### src/adc_seq_pkg.sv
package adc_seq_pkg;

    // ------------------------------------------------------------
    // Field widths and encodings
    // ------------------------------------------------------------
    localparam int RESULT_W = 12;
    localparam logic [1:0] REF_SUPPLY = 2'h0;
    localparam logic [1:0] REF_EXT_PIN = 2'h1;
    localparam logic [3:0] INS_SUPPLY = 4'h1;
    localparam logic [3:0] INS_SUPPLY_HALF = 4'h2;
    localparam logic [3:0] INS_SUPPLY_QUARTER = 4'h3;
    localparam logic [3:0] INS_AMP = 4'h5;
    localparam logic [3:0] INS_AMP_HALF = 4'h6;
    localparam logic [3:0] INS_AMP_QUARTER = 4'h7;
    localparam logic [3:0] CHAN_LAST = 4'hB;
    localparam logic [3:0] CHAN_HOLE = 4'h9;

    // One-hot reference codes and binary internal-signal codes on the analog mux controls
    localparam logic [2:0] REF_SEL_SUPPLY = 3'h1;
    localparam logic [2:0] REF_SEL_PIN = 3'h2;
    localparam logic [2:0] REF_SEL_AMP = 3'h4;
    localparam logic [2:0] INT_NONE = 3'h0;
    localparam logic [2:0] INT_SUPPLY = 3'h1;
    localparam logic [2:0] INT_SUPPLY_HALF = 3'h2;
    localparam logic [2:0] INT_SUPPLY_QUARTER = 3'h3;
    localparam logic [2:0] INT_AMP = 3'h4;
    localparam logic [2:0] INT_AMP_HALF = 3'h5;
    localparam logic [2:0] INT_AMP_QUARTER = 3'h6;
    localparam logic [2:0] INT_GROUND = 3'h7;

    // ------------------------------------------------------------
    // Timing in conversion-clock periods; DIV_MAX is the divider count in system clocks
    // ------------------------------------------------------------
    localparam logic [4:0] SAMPLE_PERIODS = 5'h04;
    localparam logic [4:0] TOTAL_PERIODS = 5'h10;
    localparam logic [6:0] DIV_MAX = 7'h7F;

    typedef enum logic [1:0] {ST_IDLE, ST_SAMPLE, ST_CONVERT} conv_state_t;

endpackage : adc_seq_pkg

### src/adc_sequencer_control.sv
// Function
// - Reference code 00 selects supply, 01 external pin, 10/11 amplifier output.
// - Analog pin function disables other functions and overrides port direction.
// - Pull-high resistor disconnects whenever pin is an analog input.
// - Input codes 0000, 0100, 1100-1111 use external channel chosen by channel field.
// - Other input codes connect internal signal and force external path off.
// - Internal codes map to supply, fractions, amplifier, fractions, or ground.
// - Channel codes 0-8,10,11 connect pins; 1100-1111 leave input floating.
// - Start bit low-high-low starts one conversion cycle.
// - Busy flag sets when conversion initiated, stays set while converting.
// - Completion clears busy and sets the interrupt request flag.
// - Interrupt toward vector raised only when both enables are high.
// - Conversion clock is system clock divided by two to the divider code.
// - Enable powers converter; software waits start-up delay before starting.
// - Conversion is 4 sampling periods then 12 conversion periods, 16 total.
// - Format 0: high 11..4, low 3..0; format 1: high 11..8, low 7..0.
// - Clearing enable leaves result registers unchanged; a conversion in progress still completes and loads them.
module adc_sequencer_control
    import adc_seq_pkg::*;
(
    input wire logic sys_clk_i,
    input wire logic sys_rst_i,
    input wire logic start_bit_i,
    input wire logic converter_power_enable_i,
    input wire logic result_format_select_i,
    input wire logic [3:0] external_channel_select_i,
    input wire logic [3:0] input_signal_select_i,
    input wire logic [2:0] conv_clock_divider_select_i,
    input wire logic [1:0] reference_source_select_i,
    input wire logic global_irq_enable_i,
    input wire logic converter_irq_enable_i,
    input wire logic irq_request_clear_i,
    input wire logic pin_function_select_hi_i,
    input wire logic pin_function_select_lo_i,
    input wire logic pin_analog_code_i,
    input wire logic [RESULT_W-1:0] core_result_i,
    output logic conv_busy_flag_o,
    output logic converter_irq_request_o,
    output logic irq_to_vector_o,
    output logic [7:0] result_high_byte_o,
    output logic [7:0] result_low_byte_o,
    output logic [2:0] ref_route_o,
    output logic ext_path_enable_o,
    output logic [3:0] ext_channel_o,
    output logic [2:0] internal_signal_o,
    output logic core_power_o,
    output logic core_sample_o,
    output logic conv_clock_tick_o,
    output logic pin_analog_mode_o,
    output logic pin_other_func_disable_o,
    output logic pin_direction_override_o,
    output logic pin_pullhigh_disconnect_o
);

    // ------------------------------------------------------------
    // Decode helpers
    // ------------------------------------------------------------
    function automatic logic is_external(input logic [3:0] code);
        is_external = (code == 4'h0) || (code == 4'h4) || (code[3:2] == 2'h3);
    endfunction : is_external

    function automatic logic [2:0] internal_of(input logic [3:0] code);
        logic [2:0] r;
        r = INT_NONE;
        case (code)
            INS_SUPPLY: r = INT_SUPPLY;
            INS_SUPPLY_HALF: r = INT_SUPPLY_HALF;
            INS_SUPPLY_QUARTER: r = INT_SUPPLY_QUARTER;
            INS_AMP: r = INT_AMP;
            INS_AMP_HALF: r = INT_AMP_HALF;
            INS_AMP_QUARTER: r = INT_AMP_QUARTER;
            default: r = (code[3:2] == 2'h2) ? INT_GROUND : INT_NONE;
        endcase
        internal_of = r;
    endfunction : internal_of

    logic start_prev_q;
    logic busy_q;
    logic irq_req_q;
    logic irq_vec_q;
    conv_state_t state_q;
    logic [6:0] div_cnt_q;
    logic [4:0] period_cnt_q;
    logic tick_q;
    logic tick_now;
    logic start_go;
    logic done_now;
    logic irq_req_d;

    // ------------------------------------------------------------
    // Start sequence detection
    // ------------------------------------------------------------
    // A fall after a sampled high fires; the history clears on reset, so a bit
    // left high never starts a second conversion until it has gone low again.
    always_ff @(posedge sys_clk_i or posedge sys_rst_i)
    begin
        if (sys_rst_i)
        begin
            start_prev_q <= 1'b0;
        end
        else
        begin
            start_prev_q <= start_bit_i;
        end
    end

    assign start_go = start_prev_q && !start_bit_i
        && converter_power_enable_i;

    // ------------------------------------------------------------
    // Conversion clock divider
    // ------------------------------------------------------------
    // Divider restarts on each start so the first period is always whole.
    // Only an accepted start restarts it; a refused one must not stretch a run.
    assign tick_now = (div_cnt_q[6:0] & ((7'h01 << conv_clock_divider_select_i) - 7'h01))
        == ((7'h01 << conv_clock_divider_select_i) - 7'h01);

    always_ff @(posedge sys_clk_i or posedge sys_rst_i)
    begin
        if (sys_rst_i)
        begin
            div_cnt_q <= 7'h00;
            tick_q <= 1'b0;
        end
        else
        begin
            tick_q <= tick_now && (state_q != ST_IDLE);
            if ((start_go && state_q == ST_IDLE) || tick_now || div_cnt_q == DIV_MAX)
            begin
                div_cnt_q <= 7'h00;
            end
            else
            begin
                div_cnt_q <= div_cnt_q + 7'h01;
            end
        end
    end

    // ------------------------------------------------------------
    // Conversion sequencer
    // ------------------------------------------------------------
    assign done_now = (state_q == ST_CONVERT) && tick_now && (period_cnt_q == TOTAL_PERIODS - 5'h01);

    always_ff @(posedge sys_clk_i or posedge sys_rst_i)
    begin
        if (sys_rst_i)
        begin
            state_q <= ST_IDLE;
            period_cnt_q <= 5'h00;
            busy_q <= 1'b0;
        end
        else
        begin
            case (state_q)
                ST_IDLE:
                begin
                    if (start_go)
                    begin
                        state_q <= ST_SAMPLE;
                        period_cnt_q <= 5'h00;
                        busy_q <= 1'b1;
                    end
                end
                ST_SAMPLE:
                begin
                    if (tick_now)
                    begin
                        period_cnt_q <= period_cnt_q + 5'h01;
                        if (period_cnt_q == SAMPLE_PERIODS - 5'h01)
                        begin
                            state_q <= ST_CONVERT;
                        end
                    end
                end
                ST_CONVERT:
                begin
                    if (done_now)
                    begin
                        state_q <= ST_IDLE;
                        busy_q <= 1'b0;
                    end
                    else if (tick_now)
                    begin
                        period_cnt_q <= period_cnt_q + 5'h01;
                    end
                end
                default:
                begin
                    state_q <= ST_IDLE;
                    busy_q <= 1'b0;
                end
            endcase
        end
    end

    // ------------------------------------------------------------
    // Interrupt request and vector request
    // ------------------------------------------------------------
    // Completion wins over a software clear in the same cycle.
    assign irq_req_d = done_now || (irq_req_q && !irq_request_clear_i);

    // The vector request follows the request's next value, so both rise together
    always_ff @(posedge sys_clk_i or posedge sys_rst_i)
    begin
        if (sys_rst_i)
        begin
            irq_req_q <= 1'b0;
            irq_vec_q <= 1'b0;
        end
        else
        begin
            irq_req_q <= irq_req_d;
            irq_vec_q <= irq_req_d && global_irq_enable_i
                && converter_irq_enable_i;
        end
    end

    // ------------------------------------------------------------
    // Result register pair
    // ------------------------------------------------------------
    // Loaded only at completion, so disabling the converter while idle keeps it.
    always_ff @(posedge sys_clk_i or posedge sys_rst_i)
    begin
        if (sys_rst_i)
        begin
            result_high_byte_o <= 8'h00;
            result_low_byte_o <= 8'h00;
        end
        else if (done_now)
        begin
            if (result_format_select_i)
            begin
                result_high_byte_o <= {4'h0, core_result_i[11:8]};
                result_low_byte_o <= core_result_i[7:0];
            end
            else
            begin
                result_high_byte_o <= core_result_i[11:4];
                result_low_byte_o <= {core_result_i[3:0], 4'h0};
            end
        end
    end

    // ------------------------------------------------------------
    // Analog routing and pin control
    // ------------------------------------------------------------
    always_ff @(posedge sys_clk_i or posedge sys_rst_i)
    begin
        if (sys_rst_i)
        begin
            ref_route_o <= REF_SEL_SUPPLY;
            ext_path_enable_o <= 1'b0;
            ext_channel_o <= 4'h0;
            internal_signal_o <= INT_NONE;
            core_power_o <= 1'b0;
            core_sample_o <= 1'b0;
            pin_analog_mode_o <= 1'b0;
            pin_other_func_disable_o <= 1'b0;
            pin_direction_override_o <= 1'b0;
            pin_pullhigh_disconnect_o <= 1'b0;
        end
        else
        begin
            case (reference_source_select_i)
                REF_SUPPLY: ref_route_o <= REF_SEL_SUPPLY;
                REF_EXT_PIN: ref_route_o <= REF_SEL_PIN;
                default: ref_route_o <= REF_SEL_AMP;
            endcase
            // Reserved and out-of-range channel codes leave the input floating
            ext_path_enable_o <= is_external(input_signal_select_i)
                && (external_channel_select_i <= CHAN_LAST)
                && (external_channel_select_i != CHAN_HOLE);
            ext_channel_o <= external_channel_select_i;
            internal_signal_o <= internal_of(input_signal_select_i);
            core_power_o <= converter_power_enable_i;
            core_sample_o <= (state_q == ST_SAMPLE);
            pin_analog_mode_o <= {pin_function_select_hi_i, pin_function_select_lo_i}
                == {1'b0, pin_analog_code_i};
            pin_other_func_disable_o <= {pin_function_select_hi_i, pin_function_select_lo_i}
                == {1'b0, pin_analog_code_i};
            pin_direction_override_o <= {pin_function_select_hi_i, pin_function_select_lo_i}
                == {1'b0, pin_analog_code_i};
            pin_pullhigh_disconnect_o <= {pin_function_select_hi_i, pin_function_select_lo_i}
                == {1'b0, pin_analog_code_i};
        end
    end

    assign conv_busy_flag_o = busy_q;
    assign converter_irq_request_o = irq_req_q;
    assign irq_to_vector_o = irq_vec_q;
    assign conv_clock_tick_o = tick_q;

endmodule : adc_sequencer_control

### config.mk
export PLATFORM = sky130hd
export DESIGN_NAME = adc_sequencer_control
export DESIGN_NICKNAME = d
export VERILOG_FILES = /design/src/adc_seq_pkg.sv /design/src/adc_sequencer_control.sv
export SDC_FILE = /design/constraint.sdc
export NUM_CORES = 1
export LEC_CHECK = 0
export CORE_MARGIN = 4
export CORE_UTILIZATION = 59
export CTS_BUF_LIST = sky130_fd_sc_hd__clkbuf_4
export DETAILED_ROUTE_END_ITERATION = 7
export DONT_BUFFER_PORTS = 1
export PLACE_DENSITY = 0.78
export RECOVER_POWER = 100
export SLEW_MARGIN = 0
export SYNTH_ARGS = -nofsm -noshare
export SYNTH_HDL_FRONTEND = slang
export SYNTH_SLANG_ARGS = --single-unit
### constraint.sdc
create_clock -name sys_clk_i -period 1.9 [get_ports sys_clk_i]
set_input_delay 0.095 -clock sys_clk_i [delete_from_list [all_inputs] [get_ports sys_clk_i]]
set_output_delay 0.095 -clock sys_clk_i [all_outputs]
set_load 0.005 [all_outputs]
==> flow_summary.json <==
{
  "clock_sinks": 49,
  "grt_pass1_wl_um": 8850,
  "core_sq_um": 3470,
  "ys_top_cells_by_count": "48 x dfrtp_1, 23 x nand2_1, 20 x o21ai_0, 15 x nor2_1, 13 x inv_1",
  "tns_ns": 0,
  "routabilityCongestion": 0.866,
  "grt_max_degree": 50,
  "top_usage_layer": "met2",
  "die_h_um": 69.0,
  "crit_required_ns": 2.16,
  "p_per_area_nw_per_um2": 892,
  "async_reset_ff_frac": 1.00,
  "port_buffers": 0,
  "syn_to_final_growth_pct": 27.3,
  "crit_fanout": 4,
  "wl_per_cell_um": 18.2,
  "met2_usage": 0.401,
  "yosysTopAreaCellShare": 0.547,
  "yosysTopAreaCell": "dfrtp_1",
  "hp-start": "input_signal_select_i[3]",
  "min_period_over_period": 0.993,
  "ctsRootBufferMaster": "clkbuf_4",
  "first_pass_iters": 4,
  "die_w_um": 69.0,
  "clockPowerShare": 0.185,
  "p_sw_mw": 0.815,
  "hpwlAfterDp_um": 3420,
  "critPathKind": "reg -> reg",
  "drt-initial-drc-count": 97,
  "antenna_cells": 0,
  "routed_wl_um": 5440,
  "max_stage_delay_ns": 0.42,
  "leakage_nw": 1.29,
  "end_kind": "flop",
  "synth.most_common_cell": "dfrtp_1",
  "hold_class": "in -> reg",
  "postRouteAntennaNets": 0,
  "arrival_ns": 2.14,
  "cts_buffers": 5,
  "cts_buffer_depth": 2,
  "fmax_mhz": 530,
  "relSlewSlack": 0.217,
  "die_area_sq_um": 4760,
  "max_slew.worst_pin.slew_ns": 1.18,
  "p_comb_frac": 0.296,
  "r2r-start": "period_cnt_q[0]",
  "period_minus_slack_ns": 1.89,
  "ctsHtreeMaxLevel": 2,
  "vias": 1705,
  "globalRouteMet3Util": 0.0669,
  "final_nets": 295,
  "clk_pin_slew_ns": 0.13,
  "finalHoldViolCount": 0,
  "switching_share": 0.327,
  "synth_area_sq_um": 2200,
  "hold_depth": 3,
  "status": "complete, no violations",
  "skew_ns": 0.00770,
  "rr_worst_depth": 7,
  "critPathTopFamily": "compound AO/OA/AOI/OAI gates",
  "clock_latency_ns": 0.36,
  "r2r_slack_ns": 0.01,
  "vias_per_cell": 5.70,
  "avgSynthCellArea_sq_um": 10.9,
  "syn_nets": 245,
  "synth_warnings": 0,
  "syn-instance-count": 202,
  "r2r-end": "period_cnt_q[0]",
  "ys_top_cells_by_area": "dfrtp_1 55%, o21ai_0 4.6%, ha_1 4.0%",
  "slew_violations": 0,
  "ir_drop_uv": 656,
  "grt_pass1_vias": 1762,
  "final_cells": 299,
  "synth.yosys.seq_area_share": 0.559,
  "grt_overflow": 0,
  "num_rows": 21,
  "max_cap_violations": 0,
  "cellInternalPower_mw": 1.68,
  "setup_viol": 0,
  "cp_cell_sequence": "ha_2 -> and3_4 -> ha_4 -> and2_4 -> a311oi_4 -> o21ai_2 -> mux2_4",
  "min_to": "ext_path_enable_o",
  "stdcell_area_sq_um": 2800,
  "seq_power_share": 0.519,
  "slowest_stage": "dfrtp_1",
  "grt_util_met1": 0.266,
  "cts_tree": "yes",
  "crit_path_start_kind": "flop",
  "crit_buf_inv": 0,
  "ys_ff_latch": 49,
  "whs_ns": 0.0352,
  "ios": 73,
  "drive_above_1_share": 0.170,
  "placed_cells": 246,
  "antenna_found_initial": 0,
  "synth_cell_types": 44,
  "place_area_sq_um": 2270,
  "drc_errors": 0,
  "synth_edf_count": 0,
  "synth-main-ff-cell": "dfrtp_1",
  "grt_usage": 0.233,
  "initial_core_util": 0.633
}
[tightest hold or removal path, stage by stage]
cell	delay, ns
nor3_1	0.03
a21oi_1	0.18
a21oi_1	0.06
[routing by layer]
metal | wire length [um] | up-vias
li1 | - | 787
met1 | 2000 | 810
met2 | 2900 | 86
met3 | 392 | 22
met4 | 152 | 0
met5 | 0 | -
[power groups by stage]
stage          logic (mW)  registers, mW  clock network [mW]
2_1_floorplan       0.462           1.28                   0
3_3_place_gp        0.531           1.29                   0
3_5_place_dp        0.574           1.31                   0
4_1_cts             0.680           1.29               0.482
5_1_grt             0.819           1.31               0.527
6_report            0.739           1.30               0.461
[worst max-delay path by stage]
stage,depth (start not counted),startpoint,to,slack [ns]
after floorplan,7,period_cnt_q[0],period_cnt_q[0],0.01
after global placement,7,period_cnt_q[0],period_cnt_q[0],0.02
after detailed placement,7,period_cnt_q[1],period_cnt_q[0],-0.07
after CTS,7,period_cnt_q[1],period_cnt_q[0],-0.02
after global routing,7,period_cnt_q[0],period_cnt_q[0],-0.04
final,7,period_cnt_q[0],period_cnt_q[0],0.01
[flip-flops by register name, summed over array words and instances, names as in the netlist]
register and cells:
irq_to_vector_o 1, core_power_o 1, result_low_byte_o 8, conv_clock_tick_o 1, core_sample_o 1, converter_irq_request_o 1, ext_path_enable_o 1, state_q 2
conv_busy_flag_o 1, div_cnt_q 7, period_cnt_q 5, pin_pullhigh_disconnect_o 1, result_high_byte_o 8, ref_route_o 3, ext_channel_o 4, start_prev_q 1
internal_signal_o 3
[logic make-up (layout without fill, tap and decap cells)]
family	Yosys count	in the layout	share of synthesized area
compound gates	42	42	0.141
buf+inv	22	73	0.0427
xor+xnor	5	5	0.0199
fa+ha+maj	7	7	0.0399
simple gates	66	66	0.146
mux	11	11	0.0518
flops	49	49	0.559
[cell usage in the layout (no fill, tap or decap), types with 2 or more instances in the layout]
master / count
a21oi_1: 4
a22o_1: 2
and3_1: 4
buf_4: 13
clkbuf_2: 2
clkbuf_4: 5
clkinv_1: 2
dfrtp_1: 47
dlygate4sd3_1: 36
ha_1: 5
inv_1: 12
mux2i_1: 8
nand2_1: 23
nand2b_1: 5
nand3_1: 5
nand3_2: 2
nand4_1: 2
nor2_1: 15
nor2b_1: 2
nor3_1: 2
o21ai_0: 17
o21ai_1: 4
xnor2_1: 3
xor2_1: 2
[metrics by stage]
step,utilization,total power [mW],worst slack [ns]
2_1_floorplan,-,1.74,0.0130
3_3_place_gp,0.656,1.83,0.0227
3_5_place_dp,0.656,1.88,-0.0745
4_1_cts,0.792,2.45,-0.0162
5_1_grt,0.806,2.66,-0.0382
6_report,0.806,2.49,0.0129
[timing repair]
item | in CTS | in global routing
hold endpoints to repair | 80 | 0
gates resized for setup | 6 | 8
pin swaps | 4 | 6
buffers inserted | 4 | 5
endpoints found under the setup margin | 5 | 21
hold buffers | 36 | 0
[cell type report]
type / count / area [sq um]
fillers: 209 / 672
clock buffers: 5 / 37.5
flip-flops and latches: 49 / 1230
well taps: 46 / 57.6
inverters: 13 / 48.8
multi-input cells: 131 / 918
repair buffers: 52 / 488
clock inverters: 3 / 17.5
No activity file was read; power rests on OpenSTA's default activity.
